<file path="config.mk">
export PLATFORM = sky130hd
export DESIGN_NAME = wpc_watchdog_pll
export DESIGN_NICKNAME = d
export VERILOG_FILES = /design/src/hw/wpc_pkg.sv /design/src/hw/wpc_watchdog_pll.sv
export SDC_FILE = /design/constraint.sdc
export NUM_CORES = 1
export LEC_CHECK = 0
export BUFFER_PORTS_ARGS = -buffer_cell sky130_fd_sc_hd__buf_2
export CORE_ASPECT_RATIO = 1.4
export CORE_UTILIZATION = 58
export DETAILED_ROUTE_END_ITERATION = 8
export PLACE_DENSITY_LB_ADDON = 0.3
export SYNTH_ARGS = -nofsm -noshare
export SYNTH_HDL_FRONTEND = slang
export SYNTH_SLANG_ARGS = --single-unit
</file>
<file path="constraint.sdc">
create_clock -name sys_clk -period 7.2 [get_ports sys_clk]
set_input_delay 0.36 -clock sys_clk [delete_from_list [all_inputs] [get_ports sys_clk]]
set_output_delay 0.36 -clock sys_clk [all_outputs]
set_load 0.01 [all_outputs]
</file>
<file path="src/hw/wpc_pkg.sv">
package wpc_pkg;

  // ==========================================================
  // register offsets, index on the 4-bit register port
  localparam logic [3:0] LOOP_MULTIPLIER_OFS  = 4'h0;
  localparam logic [3:0] REFERENCE_DIVIDER_OFS = 4'h1;
  localparam logic [3:0] CLOCK_UNIT_FLAGS_OFS = 4'h3;
  localparam logic [3:0] IRQ_ENABLE_OFS       = 4'h4;
  localparam logic [3:0] CLOCK_SELECT_OFS     = 4'h5;
  localparam logic [3:0] SYNTH_CONTROL_OFS    = 4'h6;
  localparam logic [3:0] WATCHDOG_CONTROL_OFS = 4'h8;
  localparam logic [3:0] FACTORY_BYPASS_OFS   = 4'h9;
  localparam logic [3:0] FACTORY_CLOCK_OFS    = 4'ha;
  localparam logic [3:0] SERVICE_KEY_OFS      = 4'hb;

  // ==========================================================
  // field positions
  localparam int WINDOW_MODE_BIT   = 7;
  localparam int DEBUG_STOP_BIT    = 6;
  localparam int RATE_LSB          = 0;
  localparam int LOOP_MULT_W       = 6;
  localparam int REF_DIV_W         = 4;
  localparam int LOCK_CHANGE_BIT   = 4;
  localparam int LOCK_BIT          = 3;
  localparam int TRACK_BIT         = 2;
  localparam int LOCK_IRQ_EN_BIT   = 4;
  localparam int SYNTH_SELECT_BIT  = 7;
  localparam int SYNTH_POWER_BIT   = 6;
  localparam int AUTO_BW_BIT       = 5;
  localparam int ACQUIRE_BIT       = 4;

  // ==========================================================
  // reset and fixed values
  localparam logic [7:0] WATCHDOG_CONTROL_RST = 8'h00;
  localparam logic [7:0] SYNTH_CONTROL_RST    = 8'h30;
  localparam logic [7:0] FACTORY_BYPASS_RST   = 8'h00;
  localparam logic [7:0] FACTORY_CLOCK_RST    = 8'h80;
  localparam logic [7:0] FACTORY_BYPASS_READ  = 8'h00;
  localparam logic [7:0] FACTORY_CLOCK_READ   = 8'h80;
  localparam logic [7:0] KEY_FIRST            = 8'h55;
  localparam logic [7:0] KEY_SECOND           = 8'haa;
  localparam logic [7:0] UNMAPPED_READ        = 8'h00;

  // ==========================================================
  // watchdog timing: log2 of oscillator cycles per rate code
  localparam int RATE_W     = 3;
  localparam int WD_CNT_W   = 25;
  localparam logic [RATE_W-1:0] RATE_OFF = 3'h0;
  localparam int RATE_LOG2_1 = 14;
  localparam int RATE_LOG2_2 = 16;
  localparam int RATE_LOG2_3 = 18;
  localparam int RATE_LOG2_4 = 20;
  localparam int RATE_LOG2_5 = 22;
  localparam int RATE_LOG2_6 = 23;
  localparam int RATE_LOG2_7 = 24;
  // open window is the last quarter: shift by two
  localparam int WINDOW_QUARTER_LOG2 = 2;
  localparam int BUS_FROM_SYNTH_DIV  = 2;
  localparam int SYNTH_MULT_FACTOR   = 2;

  // ==========================================================
  // lock-detector comparator levels from the analog loop
  typedef struct packed {
    logic inTrackTol;
    logic outTrackTol;
    logic inLockTol;
    logic outLockTol;
  } wpc_tol_s;

endpackage

</file>
<file path="src/hw/wpc_watchdog_pll.sv">
`timescale 1ns/100ps
// Overview of operation
// RULE1: window and rate bits write once in user mode; debug-stop bit once.
// RULE2: in window mode a key write in first 75% resets the part.
// RULE3: in window mode first keys repeat harmlessly; second key restarts and closes window.
// RULE4: debug-stop set halts watchdog and periodic tick counters during active debug.
// RULE5: rate code 0 disables; 1..7 select 2^14..2^24 oscillator cycles.
// RULE6: writing a nonzero rate enables and starts the first period at once.
// RULE7: reaching the period end without service asserts system reset.
// RULE8: each period is measured from the last completed service restart.
// RULE9: factory registers read 0x00 and 0x80 and ignore writes outside special mode.
// RULE10: service key register reads zero; writes do nothing while rate is zero.
// RULE11: enabled watchdog resets at once on any key other than the two keys.
// RULE12: software writes first then second key; repeats and other accesses are harmless.
// RULE13: synth output is twice oscillator times (multiplier+1) over (divider+1).
// RULE14: with synth selected, bus clock is synth output divided by two.
// RULE15: tracking flag is clear during acquisition and set in tracking.
// RULE16: automatic mode switches filter itself; flags follow tolerance hysteresis.
// RULE17: with lock irq enabled, any lock flag change requests an interrupt.
// RULE18: manual mode software sequences acquire bit, waits, then selects synth.
// RULE19: software selects synth only while locked; lost lock is a disturbance.
// RULE20: first key arms; second key restarts only when armed and disarms.
module wpc_watchdog_pll
  import wpc_pkg::*;
#(
  parameter int RATE_LOG2_TRIM = 0  // subtracted from every timeout exponent, shortens simulation
) (
  input  wire logic                 sys_clk,          // oscillator clock
  input  wire logic                 rst_b,            // synchronous reset, active low
  input  wire logic [3:0]           regAddr,          // register index
  input  wire logic [7:0]           regWrData,        // write data
  input  wire logic                 regWrStb,         // write strobe
  input  wire logic                 regRdStb,         // read strobe
  output logic      [7:0]           regRdData,        // read data, cycle after strobe
  input  wire logic                 specialMode,      // special (test) mode level
  input  wire logic                 debugActive,      // active background debug mode
  input  wire wpc_tol_s             synthTol,         // lock-detector comparators
  output logic                      watchdogReset,    // one-cycle system reset request
  output logic                      tickCounterHalt,  // freezes periodic tick counter
  output logic                      lockIrq,          // interrupt request level
  output logic                      synthPowerOn,     // synth enable to analog loop
  output logic                      filterAcquire,    // high bandwidth filter select
  output logic                      synthClockSelect, // system clock from synth
  output logic [7:0]                synthMultiplier,  // feedback ratio 2*(mult+1)
  output logic [4:0]                synthRefDivide,   // reference ratio divider+1
  output logic [1:0]                busClockDivide    // bus clock divide of source
);

  // ==========================================================
  // register state
  logic                 windowMode;
  logic                 debugStop;
  logic [RATE_W-1:0]    rateSel;
  logic                 ctlLocked;
  logic                 debugStopLocked;
  logic [LOOP_MULT_W-1:0] loopMult;
  logic [REF_DIV_W-1:0] refDiv;
  logic                 lockIrqEn;
  logic                 autoBw;
  logic                 acqBit;
  logic [7:0]           factoryBypass;
  logic [7:0]           factoryClock;
  logic                 trackFlag;
  logic                 lockFlag;
  logic                 lockChange;
  logic                 armed;
  logic [WD_CNT_W-1:0]  wdCount;

  logic wrCtl;
  logic wrKey;
  logic wrFlags;
  logic wdEnabled;
  logic wdHalted;
  logic [WD_CNT_W-1:0] periodLast;
  logic [WD_CNT_W-1:0] windowStart;
  logic keyEarly;
  logic keyBad;
  logic keyRestart;
  logic timeout;
  logic nextTrack;
  logic nextLock;
  logic [WD_CNT_W-1:0] periodLen;
  logic wrSynthCtl;
  logic nextAutoBw;
  logic nextAcq;

  assign wrCtl   = regWrStb && (regAddr == WATCHDOG_CONTROL_OFS);
  assign wrKey   = regWrStb && (regAddr == SERVICE_KEY_OFS);
  assign wrFlags = regWrStb && (regAddr == CLOCK_UNIT_FLAGS_OFS);
  assign wrSynthCtl = regWrStb && (regAddr == SYNTH_CONTROL_OFS);

  // ==========================================================
  // timeout decode
  function automatic logic [WD_CNT_W-1:0] rate_period(input logic [RATE_W-1:0] r);
    int e;
    e = 0;
    case (r)
      3'h1: e = RATE_LOG2_1;
      3'h2: e = RATE_LOG2_2;
      3'h3: e = RATE_LOG2_3;
      3'h4: e = RATE_LOG2_4;
      3'h5: e = RATE_LOG2_5;
      3'h6: e = RATE_LOG2_6;
      3'h7: e = RATE_LOG2_7;
      default: e = 0;
    endcase
    e = e - RATE_LOG2_TRIM;
    // deep trims clamp at four cycles so the window keeps one cycle
    if (e < WINDOW_QUARTER_LOG2) begin
      e = WINDOW_QUARTER_LOG2;
    end
    return WD_CNT_W'(1) << e;
  endfunction

  // RULE5: rate decode
  assign wdEnabled   = (rateSel != RATE_OFF);
  assign periodLen   = rate_period(rateSel);
  assign periodLast  = periodLen - WD_CNT_W'(1);
  // RULE2: last quarter opens
  assign windowStart = periodLen - (periodLen >> WINDOW_QUARTER_LOG2);

  // RULE4: debug halt of both counters
  assign wdHalted        = debugStop && debugActive;
  // the tick counter sits outside; only its halt is made here
  assign tickCounterHalt = wdHalted;

  // RULE10: no effect while disabled
  assign keyEarly   = wrKey && wdEnabled && windowMode && (wdCount < windowStart);
  // checked in the open window too: only the two keys are legal
  // RULE11: foreign value resets
  assign keyBad     = wrKey && wdEnabled && (regWrData != KEY_FIRST) && (regWrData != KEY_SECOND);
  // RULE20: restart only when armed
  assign keyRestart = wrKey && wdEnabled && !keyEarly && (regWrData == KEY_SECOND) && armed;
  // RULE7: end of period
  assign timeout    = wdEnabled && !wdHalted && (wdCount == periodLast);

  // ==========================================================
  // watchdog control register
  always_ff @(posedge sys_clk) begin
    if (!rst_b) begin
      windowMode <= WATCHDOG_CONTROL_RST[WINDOW_MODE_BIT];
      rateSel    <= WATCHDOG_CONTROL_RST[RATE_LSB +: RATE_W];
      ctlLocked  <= 1'b0;
    // RULE1: once in user mode
    end else if (wrCtl && (specialMode || !ctlLocked)) begin
      windowMode <= regWrData[WINDOW_MODE_BIT];
      rateSel    <= regWrData[RATE_LSB +: RATE_W];
      // special-mode writes leave the lock open for the later user setup
      ctlLocked  <= !specialMode;
    end
  end

  always_ff @(posedge sys_clk) begin
    if (!rst_b) begin
      debugStop       <= WATCHDOG_CONTROL_RST[DEBUG_STOP_BIT];
      debugStopLocked <= 1'b0;
    // RULE1: debug stop once in every mode
    end else if (wrCtl && !debugStopLocked) begin
      debugStop       <= regWrData[DEBUG_STOP_BIT];
      debugStopLocked <= 1'b1;
    end
  end

  // ==========================================================
  // service key sequence
  always_ff @(posedge sys_clk) begin
    if (!rst_b) begin
      armed <= 1'b0;
    // a stale first key must not pair with a later second key
    end else if (!wdEnabled || keyRestart || timeout || keyBad || keyEarly) begin
      armed <= 1'b0;
    // RULE12: repeated first keys keep it armed
    end else if (wrKey && (regWrData == KEY_FIRST)) begin
      armed <= 1'b1;
    end
  end

  // ==========================================================
  // watchdog counter
  always_ff @(posedge sys_clk) begin
    if (!rst_b) begin
      wdCount <= '0;
    // RULE6: accepted rate write restarts the period
    end else if (wrCtl && (specialMode || !ctlLocked)) begin
      wdCount <= '0;
    // RULE8: measured from service restart
    // RULE3: restart closes the window again
    end else if (keyRestart || timeout) begin
      wdCount <= '0;
    end else if (wdEnabled && !wdHalted) begin
      wdCount <= wdCount + WD_CNT_W'(1);
    end
  end

  always_ff @(posedge sys_clk) begin
    if (!rst_b) begin
      watchdogReset <= 1'b0;
    end else begin
      // a request only: the counter keeps its rate and runs on
      // RULE7: timeout, early or bad key all reset the part
      watchdogReset <= timeout || keyBad || keyEarly;
    end
  end

  // ==========================================================
  // synth control registers
  always_ff @(posedge sys_clk) begin
    if (!rst_b) begin
      loopMult <= '0;
      refDiv   <= '0;
    end else if (regWrStb) begin
      if (regAddr == LOOP_MULTIPLIER_OFS) begin
        loopMult <= regWrData[LOOP_MULT_W-1:0];
      end
      if (regAddr == REFERENCE_DIVIDER_OFS) begin
        refDiv <= regWrData[REF_DIV_W-1:0];
      end
    end
  end

  always_ff @(posedge sys_clk) begin
    if (!rst_b) begin
      synthPowerOn <= SYNTH_CONTROL_RST[SYNTH_POWER_BIT];
      autoBw       <= SYNTH_CONTROL_RST[AUTO_BW_BIT];
      acqBit       <= SYNTH_CONTROL_RST[ACQUIRE_BIT];
    end else if (wrSynthCtl) begin
      // synth cannot be switched off while it clocks the system
      if (!synthClockSelect) begin
        synthPowerOn <= regWrData[SYNTH_POWER_BIT];
      end
      autoBw <= regWrData[AUTO_BW_BIT];
      acqBit <= regWrData[ACQUIRE_BIT];
    end
  end

  // RULE19: selection left to software; lock is only reported
  always_ff @(posedge sys_clk) begin
    if (!rst_b) begin
      synthClockSelect <= 1'b0;
      lockIrqEn        <= 1'b0;
    end else if (regWrStb) begin
      if (regAddr == CLOCK_SELECT_OFS) begin
        synthClockSelect <= regWrData[SYNTH_SELECT_BIT];
      end
      if (regAddr == IRQ_ENABLE_OFS) begin
        lockIrqEn <= regWrData[LOCK_IRQ_EN_BIT];
      end
    end
  end

  // RULE13: ratio figures for the analog dividers
  assign synthMultiplier = 8'(SYNTH_MULT_FACTOR * (int'(loopMult) + 1));
  assign synthRefDivide  = 5'(int'(refDiv) + 1);
  // only ratios leave here; the dividers sit in the clock tree
  // RULE14: bus runs at half the synth output
  assign busClockDivide  = synthClockSelect ? 2'(BUS_FROM_SYNTH_DIV) : 2'(1);

  // ==========================================================
  // lock detector
  // RULE15: written values, so the track flag never lags the filter select
  assign nextAutoBw = wrSynthCtl ? regWrData[AUTO_BW_BIT] : autoBw;
  assign nextAcq    = wrSynthCtl ? regWrData[ACQUIRE_BIT] : acqBit;

  always_comb begin
    nextTrack = trackFlag;
    nextLock  = lockFlag;
    if (!synthPowerOn) begin
      nextTrack = 1'b0;
      nextLock  = 1'b0;
    end else begin
      // RULE16: hysteresis between set and clear tolerances
      if (synthTol.inLockTol) begin
        nextLock = 1'b1;
      end else if (synthTol.outLockTol) begin
        nextLock = 1'b0;
      end
      if (nextAutoBw) begin
        if (synthTol.inTrackTol) begin
          nextTrack = 1'b1;
        end else if (synthTol.outTrackTol) begin
          nextTrack = 1'b0;
        end
      end else begin
        // RULE15: manual acquisition keeps tracking clear
        nextTrack = !nextAcq;
      end
    end
  end

  always_ff @(posedge sys_clk) begin
    if (!rst_b) begin
      trackFlag <= 1'b0;
      lockFlag  <= 1'b0;
    end else begin
      trackFlag <= nextTrack;
      lockFlag  <= nextLock;
    end
  end

  // RULE16: filter follows detector in automatic mode
  // RULE18: manual mode follows the acquire bit
  assign filterAcquire = synthPowerOn && (autoBw ? !trackFlag : acqBit);

  // RULE17: either edge of lock sets the sticky change flag; set beats clear
  always_ff @(posedge sys_clk) begin
    if (!rst_b) begin
      lockChange <= 1'b0;
    end else if (nextLock != lockFlag) begin
      lockChange <= 1'b1;
    end else if (wrFlags && regWrData[LOCK_CHANGE_BIT]) begin
      lockChange <= 1'b0;
    end
  end

  assign lockIrq = lockIrqEn && lockChange;

  // ==========================================================
  // factory test registers
  // stores matter only in special mode; user reads see fixed values
  // RULE9: writable only in special mode
  always_ff @(posedge sys_clk) begin
    if (!rst_b) begin
      factoryBypass <= FACTORY_BYPASS_RST;
      factoryClock  <= FACTORY_CLOCK_RST;
    end else if (regWrStb && specialMode) begin
      if (regAddr == FACTORY_BYPASS_OFS) begin
        factoryBypass <= regWrData;
      end
      if (regAddr == FACTORY_CLOCK_OFS) begin
        factoryClock <= regWrData;
      end
    end
  end

  // ==========================================================
  // read port
  // reads have no side effects; the change flag clears only by write
  always_ff @(posedge sys_clk) begin
    if (!rst_b) begin
      regRdData <= UNMAPPED_READ;
    end else if (regRdStb) begin
      regRdData <= UNMAPPED_READ;
      case (regAddr)
        LOOP_MULTIPLIER_OFS:   regRdData <= 8'(loopMult);
        REFERENCE_DIVIDER_OFS: regRdData <= 8'(refDiv);
        CLOCK_UNIT_FLAGS_OFS: begin
          regRdData[LOCK_CHANGE_BIT] <= lockChange;
          regRdData[LOCK_BIT]        <= lockFlag;
          regRdData[TRACK_BIT]       <= trackFlag;
        end
        IRQ_ENABLE_OFS:        regRdData[LOCK_IRQ_EN_BIT] <= lockIrqEn;
        CLOCK_SELECT_OFS:      regRdData[SYNTH_SELECT_BIT] <= synthClockSelect;
        SYNTH_CONTROL_OFS: begin
          regRdData[SYNTH_POWER_BIT] <= synthPowerOn;
          regRdData[AUTO_BW_BIT]     <= autoBw;
          regRdData[ACQUIRE_BIT]     <= acqBit;
        end
        WATCHDOG_CONTROL_OFS: begin
          regRdData[WINDOW_MODE_BIT]         <= windowMode;
          regRdData[DEBUG_STOP_BIT]          <= debugStop;
          regRdData[RATE_LSB +: RATE_W]      <= rateSel;
        end
        // RULE9: fixed values outside special mode
        FACTORY_BYPASS_OFS: regRdData <= specialMode ? factoryBypass : FACTORY_BYPASS_READ;
        FACTORY_CLOCK_OFS:  regRdData <= specialMode ? factoryClock : FACTORY_CLOCK_READ;
        // RULE10: key register always reads zero
        SERVICE_KEY_OFS:    regRdData <= 8'h00;
        default:            regRdData <= UNMAPPED_READ;
      endcase
    end
  end

endmodule

</file>
Word-level counts from Yosys, hierarchy flattened
Index checks and enable logic that the tools add are counted.
{"block": "op_classes", "add_sub_neg": 5, "n_lt_le_gt_ge": 2, "eq_ne": 23, "shifts": 1, "mux": 23, "n_bitwise": 2, "n_reduce_logical": 51}
{"operator": "case mux 5 bit (7 select lines)", "count": 1}
{"operator": "< comparator 32 x 3 -> 1 bit, second input constant", "count": 1}
{"operator": "two-way mux 32 bit", "count": 1}
{"operator": "<< shifter 1 x 32 -> 25 bit, first input constant", "count": 1}
{"operator": "adder 25 x 1 -> 25 bit, second input constant", "count": 1}
{"operator": "== test 25 bit", "count": 1}
{"operator": "< comparator 25 bit", "count": 1}
{"operator": "subtractor 25 x 1 -> 25 bit, second input constant", "count": 1}
{"operator": "subtractor 25 x 23 -> 25 bit", "count": 1}
{"operator": "logical AND 1 bit", "count": 22}
{"operator": "== test 4 bit, second input constant", "count": 4}
{"operator": "two-way mux 8 bit", "count": 2}
{"operator": "AND reduction 2 bit", "count": 8}
{"operator": "== test 3 bit, second input constant", "count": 4}
{"operator": "== test 4 x 3 -> 1 bit, second input constant", "count": 3}
{"operator": "case mux 1 bit (4 select lines)", "count": 3}
{"operator": "case mux 1 bit (6 select lines)", "count": 2}
{"operator": "two-way mux 1 bit", "count": 11}
{"operator": "case mux 2 bit (5 select lines)", "count": 1}
{"operator": "== test 8 x 7 -> 1 bit, second input constant", "count": 1}
{"operator": "== test 8 bit, second input constant", "count": 1}
{"operator": "zero test 1 bit", "count": 8}
{"operator": "logical OR 1 bit", "count": 8}
{"operator": "inequality test 8 x 7 -> 1 bit, second input constant", "count": 1}
{"operator": "other kinds (17)", "count": 19}
{"block": "totals", "regBits": 76, "in_bits": 22, "output_inout_bits": 29, "elab_cells": 128}

Longest topological paths before layout
Gate-level depths: netlist (run 1).
{"block": "depth", "word_depth": 17, "mapped_depth": 21, "depth_no_buf": 19}

Least setup slack after synthesis (run 1)
No wires, ideal clock.
{"block": "synth_path", "kind": "reg2reg", "start": "register rateSel[1]", "end": "register wdCount[13]", "setup_ns": 0.078, "t_arrival_ns": 3.698, "required_ns": 7.122, "setup_slack_ns": 3.425, "stages_incl_launch_ff": 21, "n_path_buf": 2, "period_less_slack_ns": 3.775, "path_cell_list": "dfxtp_1 -> or3_1 -> buf_6 -> inv_1 -> ha_1 -> inv_1 -> fa_1 -> nand3_1 -> o21ai_0 -> o21a_1 -> o21a_1 -> o311a_1 -> nand2_1 -> ha_1 -> o21ai_0 -> a21oi_1 -> a2111oi_0 -> o211a_1 -> nor4_4 -> buf_6 -> nor3_1"}
{"block": "synth_via", "elab_chain_len": 14, "word_cells_on_any_way": 27, "classes_between": "add/sub (2); order compare (2); eq/ne (8); shift (1); mux (2); reduce/logical (12)"}
{"item": "from (decl)", "line": "wpc_watchdog_pll.sv:53", "rtl": "logic [RATE_W-1:0] rateSel;"}
{"item": "from (signal assigned)", "line": "wpc_watchdog_pll.sv:142", "rtl": "rateSel <= WATCHDOG_CONTROL_RST[RATE_LSB +: RATE_W];"}
{"item": "from (signal assigned)", "line": "wpc_watchdog_pll.sv:147", "rtl": "rateSel <= regWrData[RATE_LSB +: RATE_W];"}
{"item": "== test 3 bit (tied with other cells)", "line": "wpc_watchdog_pll.sv:97", "rtl": "case (r)"}
{"item": "case mux 5 bit (7 select lines)", "line": "wpc_watchdog_pll.sv:97"}
{"item": "< comparator 32 x 3 -> 1 bit", "line": "wpc_watchdog_pll.sv:109", "rtl": "if (e < WINDOW_QUARTER_LOG2) begin"}
{"item": "two-way mux 32 bit", "line": "wpc_watchdog_pll.sv:109"}
{"item": "<< shifter 1 x 32 -> 25 bit", "line": "wpc_watchdog_pll.sv:112", "rtl": "return WD_CNT_W'(1) << e;"}
{"item": "subtractor 25 x 23 -> 25 bit", "line": "wpc_watchdog_pll.sv:120", "rtl": "assign windowStart = periodLen - (periodLen >> WINDOW_QUARTER_LOG2);"}
{"item": "< comparator 25 bit", "line": "wpc_watchdog_pll.sv:128", "rtl": "assign keyEarly = wrKey && wdEnabled && windowMode && (wdCount < windowStart);"}
{"item": "logical AND 1 bit", "line": "wpc_watchdog_pll.sv:128"}
{"item": "zero test 1 bit", "line": "wpc_watchdog_pll.sv:133", "rtl": "assign keyRestart = wrKey && wdEnabled && !keyEarly && (regWrData == KEY_SECOND) && armed;"}
{"item": "logical AND 1 bit (3 in series)", "line": "wpc_watchdog_pll.sv:133"}
{"item": "logical OR 1 bit", "line": "wpc_watchdog_pll.sv:188", "rtl": "end else if (keyRestart || timeout) begin"}
{"item": "OR reduction 3 bit (no line)"}
{"item": "to (signal assigned)", "line": "wpc_watchdog_pll.sv:191", "rtl": "wdCount <= wdCount + WD_CNT_W'(1);"}
{"item": "to (decl)", "line": "wpc_watchdog_pll.sv:67", "rtl": "logic [WD_CNT_W-1:0] wdCount;"}
Parallel ways exist; a longest one is shown, timed or not.
A chain may end at the register's enable or synchronous reset.

Final worst setup path (run 1)
Ends and elaborated chain as after synthesis.

==> flow_metrics.tcl, run 1 <==
set metrics [dict create \
    outcome "finished clean" \
    clock_latency_ps 340 \
    layout_common_cells "nand2_1 (76), dfxtp_1 (76), buf_2 (49), nand3_1 (45), ha_1 (43)" \
    cts_tree "yes" \
    ctsResizeCount 0 \
    viasPerCell 6.068 \
    final_cells 836 \
    dr.pass1.iters 5 \
    first_global_vias 4972 \
    syn_to_final_growth_pct 12.20 \
    nets 790 \
    worstSetupStartpointType "flip-flop" \
    grt_setup_unrepaired "false" \
    grt_start_max_net_pins 52 \
    place_congestion 0.9479 \
    post_synth_num_cell_types 68 \
    die_h_um 116.7 \
    seq_power_share_pct 40.7 \
    synth-warning-count 0 \
    coreArea_um2 9080 \
    hold_violations 0 \
    crit_fanout 25 \
    p_int_mw 0.7869 \
    cts_setup_buffers 0 \
    port_buffers 49 \
    rows 41 \
    power.share.clock_pct 45.4 \
    wl_per_cell_um 16.76 \
    p_per_area_nw_per_um2 172.9 \
    hpwl_mm 10.55 \
    vias 5073 \
    cap_violations 0 \
    synthArstFlopShare_pct 0 \
    hp-class "in2reg" \
    seqCellArea_um2 1521 \
    setup_viol 0 \
    die_area_um2 9788 \
    ys_ff_latch 76 \
    clk_path_buf_depth 2 \
    path_clk_slew_ps 60 \
    skew_ps 6.971 \
    die_x_um 83.90 \
    top_usage_layer "met2" \
    worstPathRequired_ps 7380 \
    maxSlewHeadroom_pct 33.22 \
    met2_usage_pct 56.89 \
    routed_wl_mm 14.01 \
    nFillCells 770 \
    yosys_most_used_dff "dfxtp_1" \
    syn_area_per_cell_um2 8.215 \
    io_pins 51 \
    drcViolationCount 0 \
    antennaDiodeCount 0 \
    netSwitchingFraction_pct 25.52 \
    initial_core_util_pct 59.98 \
    grt_antenna_before_repair 0 \
    multi_input_area_um2 3801 \
    synth_top_area_share_pct 27.93 \
    yosys-top-cells-area "dfxtp_1 (28%), ha_1 (9.9%), mux2i_1 (6.2%)" \
    met1_usage_pct 29.65 \
    grt_pass1_wl_mm 22.98 \
    cts_made_buffers 9 \
    tns_ps 0 \
    yosysSeqAreaShare_pct 27.93 \
    worst_pin_slew_ps 998.9 \
    min_period_ps 4539 \
    h-tree-depth 3 \
    cts_hold_buffers 0 \
    layout-drive-gt1-share_pct 10.56 \
    drt-initial-drc-count 311 \
    period_share_pct 63.04 \
    path_class "reg2reg" \
    cts_root_buf "clkbuf_16" \
    synth_area_um2 5446 \
    max_freq_ghz 0.2203 \
    vdd.ir_drop.worst_mv 0.1677 \
    combPwrFrac_pct 13.9 \
    cp.arrival_ps 4710 \
    grt_use_total_pct 29.82 \
    cp-end-kind "flip-flop" \
    synth_edf_count 0 \
    syn_inst 663 \
    drv_slew 0 \
    place_inst 820 \
    netSwitchingPower_mw 0.2697 \
    ant_nets 0 \
    yosysTopAreaCell "dfxtp_1" \
    clock-sinks 76 \
    overflow 0 \
    met3_usage_pct 5.018 \
    p_leak_nw 2.721 \
]
-- power groups by stage --
stage / Clock, mW / Sequential (mW) / Combinational (mW)
6_report: 0.479 / 0.430 / 0.147
5_1_grt: 0.504 / 0.430 / 0.165
4_1_cts: 0.485 / 0.430 / 0.139
3_5_place_dp: 0 / 0.439 / 0.138
3_3_place_gp: 0 / 0.439 / 0.135
2_1_floorplan: 0 / 0.439 / 0.105
-- sequential cells by signal, indices dropped and copies added, names as in the netlist --
signal	flops
factoryBypass	8
rateSel	3
refDiv	4
factoryClock	8
synthPowerOn	1
debugStop	1
lockFlag	1
lockChange	1
synthClockSelect	1
wdCount	25
watchdogReset	1
regRdData	8
debugStopLocked	1
windowMode	1
trackFlag	1
acqBit	1
autoBw	1
loopMult	6
ctlLocked	1
armed	1
lockIrqEn	1
-- path summary, 6_finish.rpt --
path / start / endpoint / slack, ps / depth (start not counted)
setup / recovery: rateSel[1] / wdCount[13] / 2660 / 17
hold / removal: synthTol[1] / lockFlag / 260 / 3
setup reg to reg: rateSel[1] / wdCount[13] / 2660 / 17
hold reg to reg: factoryClock[4] / factoryClock[4] / 470 / 2
-- cell type report --
type	count	area share, %
sequential	76	24.90
inverter	22	1.351
multi-input combinational	565	62.20
clock inverter	5	1.413
timing repair buffer	50	4.136
tap	107	2.191
clock buffer	11	3.808
-- cells in the mapped netlist (all sizes together) (18+ instances only) --
master  count
mux2i      34
nor2       34
a21oi      25
nor2b      29
xor2       21
ha         43
nand2      76
nor3       40
xnor2      18
dfxtp      76
nand3      45
inv        22
o21ai      23
-- cell families after synthesis --
kind of cell    count (synthesis)  synth area share, %
simple gates                  284                27.34
compound gates                130                17.07
flops                          76                27.93
buf+inv                        52                4.342
fa+ha+maj                      44                10.25
xor+xnor                       39                6.272
mux                            36                6.662
other cells                     2               0.1379
-- layer usage --
metal / share of wire, % / up-vias
met4: 5.5 / 0
li1: - / 2494
met5: 0 / -
met2: 54 / 133
met3: 3.1 / 62
met1: 38 / 2384
-- critical path, stage by stage, from the launching register on --
cell and delay (ps):
dfxtp_1 580, or3_1 380, inv_1 110, ha_1 350, nor2_1 60, a211oi_1 290, o21ai_0 210, a21boi_0 530
nor3_1 130, a211oi_1 340, ha_1 230, o21ai_0 80, a21oi_1 150, nor2_1 60, o21a_2 210, nor4_4 240
buf_4 320, nor3_1 100
-- through the flow --
| stage | util [%] | total power [mW] | area [µm²] | setup WS [ps] | hold WS, ps |
|---|---|---|---|---|---|
| after floorplan | - | 0.5435 | 5559 | 3425 | 432.0 |
| after global placement | 63.79 | 0.5736 | 5792 | 2941 | 438.3 |
| after detailed placement | 63.79 | 0.5770 | 5792 | 2762 | 462.8 |
| after CTS | 67.30 | 1.053 | 6111 | 2748 | 259.7 |
| after global routing | 67.30 | 1.099 | 6111 | 2288 | 280.1 |
| final | 67.30 | 1.057 | 6111 | 2661 | 262.5 |
(Power assumes the default switching activity.)
==> run 2: changes to the inputs <==
==> constraint.sdc (replaced) <==
create_clock -name sys_clk -period 4.2 [get_ports sys_clk]
set_input_delay 0.21 -clock sys_clk [delete_from_list [all_inputs] [get_ports sys_clk]]
set_output_delay 0.21 -clock sys_clk [all_outputs]
set_load 0.01 [all_outputs]
==> flow_metrics.tcl, run 2 (same netlist as run 1, synthesis figures left out) <==
set metrics [dict create \
    worst_pin_slew_ps 748.7 \
    drt-initial-drc-count 354 \
    die_h_um 116.7 \
    initial_core_util_pct 59.98 \
    cap_violations 0 \
    grt_pass1_wl_mm 21.95 \
    final_area_um2 6228 \
    hold_violations 0 \
    setup_viol 0 \
    antennaDiodeCount 0 \
    clock-sinks 76 \
    viasPerCell 6.036 \
    die_x_um 83.90 \
    largest_reg_flops 25 \
    syn_to_final_growth_pct 14.36 \
    skew_ps 9.600 \
    maxSlewHeadroom_pct 50.09 \
    final_util_pct 68.60 \
    seqCellArea_um2 1521 \
    layout-drive-gt1-share_pct 12.79 \
    grt_antenna_before_repair 0 \
    multi_input_area_um2 3842 \
    clock_latency_ps 340 \
    worstPathRequired_ps 4460 \
    cts_hold_buffers 0 \
    place_inst 826 \
    max_freq_ghz 0.2508 \
    routed_wl_mm 13.83 \
    r2r_cells 18 \
    rows 41 \
    drcViolationCount 0 \
    hpwl_mm 10.40 \
    tns_ps 0 \
    h-tree-depth 3 \
    path_clk_slew_ps 60 \
    cts_tree "yes" \
    hold_depth 3 \
    finalPower_mw 1.901 \
    layout_common_cells "nand2_1 (76), dfxtp_1 (76), buf_2 (49), nand3_1 (45), ha_1 (43)" \
    ant_nets 0 \
    preCtsSetupSlack_ps 140.1 \
    cts_root_buf "clkbuf_16" \
    coreArea_um2 9080 \
    outcome "finished clean" \
    r2r_end "wdCount[11]" \
    first_global_vias 4756 \
    crit_fanout 25 \
    port_buffers 49 \
    vias 5082 \
    startpoint "rateSel[1]" \
    cts_made_buffers 9 \
    worstSetupStartpointType "flip-flop" \
    place_congestion 0.9051 \
    place_area_um2 5837 \
    io_pins 51 \
    final_cells 842 \
    clk_path_buf_depth 2 \
    min_period_ps 3988 \
    min_to "lockFlag" \
    cp.arrival_ps 4250 \
    nFillCells 746 \
    setup_slack_ps 212.0 \
    hp-class "in2reg" \
    drv_slew 0 \
    nets 796 \
    cp-end-kind "flip-flop" \
    die_area_um2 9788 \
    dr.pass1.iters 5 \
    grt_use_total_pct 28.31 \
    overflow 0 \
    p_leak_nw 2.785 \
    r2r_start "rateSel[1]" \
    p_per_area_nw_per_um2 305.2 \
    wl_per_cell_um 16.43 \
    grt_start_max_net_pins 52 \
    reg2reg_setup_slack_ps 210 \
    path_class "reg2reg" \
    period_share_pct 94.95 \
    largest_register "wdCount" \
    vdd.ir_drop.worst_mv 0.4094 \
    holdCritStartpoint "synthTol[1]" \
    whs_ps 113.0 \
]
## run 2: cell types whose count changed in the layout (fill, tap and decap cells not counted), moves of 2 or more
cell / change
buf_4: +5
nor3_1: -5
nor3_2: +5
clkbuf_1: -2
clkinv_4: -2
inv_6: +2
## run 2: worst max-delay path, cell delays in order (launching register included)
cell       delay (ps)
dfxtp_1           330
buf_4             190
inv_1             110
nand2_1           120
inv_1             120
nand2_1           130
inv_1              50
ha_1              450
and3_1            320
a21o_1            140
o311a_1           230
ha_1              250
o21ai_0           270
a21oi_1           120
a2111oi_2         390
o211a_1           260
nor4_4             60
buf_6             180
nor3_1            180
## run 2: what timing repair did
action | in CTS | in global routing
setup endpoints to repair | 0 | 25
setup buffers | 0 | 0
resized for setup | 0 | 11
## run 2: per-layer routing
layer	GRT usage (%)	vias to the layer above	part of all wire, %
met1	28.32	2378	38
li1	-	2507	-
met3	4.523	60	3.2
met5	0	-	0
met2	54.21	137	53
met4	18.97	0	5.6
## run 2: cell type report
type / count / share of cell area (%)
Multi-Input combinational cell: 565 / 61.69
Sequential cell: 76 / 24.43
Timing Repair Buffer: 56 / 4.841
Clock buffer: 9 / 3.616
Tap cell: 107 / 2.149
Clock inverter: 7 / 1.949
Inverter: 22 / 1.326
## run 2: how the worst max path moves through the flow
| stage | slack (ps) | to |
|---|---|---|
| 2_1_floorplan | 420 | wdCount[13] |
| 3_3_place_gp | 360 | wdCount[12] |
| 3_5_place_dp | 140 | wdCount[0] |
| 4_1_cts | 60 | wdCount[0] |
| 5_1_grt | -30 | wdCount[5] |
| 6_report | 210 | wdCount[11] |
## run 2: where the power goes
part           leakage [nW]  switching, mW  internal [mW]  total, mW
sequential            0.614        0.00679          0.729      0.736
combinational          2.00          0.158         0.0993      0.257
clock                 0.170          0.323          0.585      0.908
total                  2.78          0.488           1.41       1.90
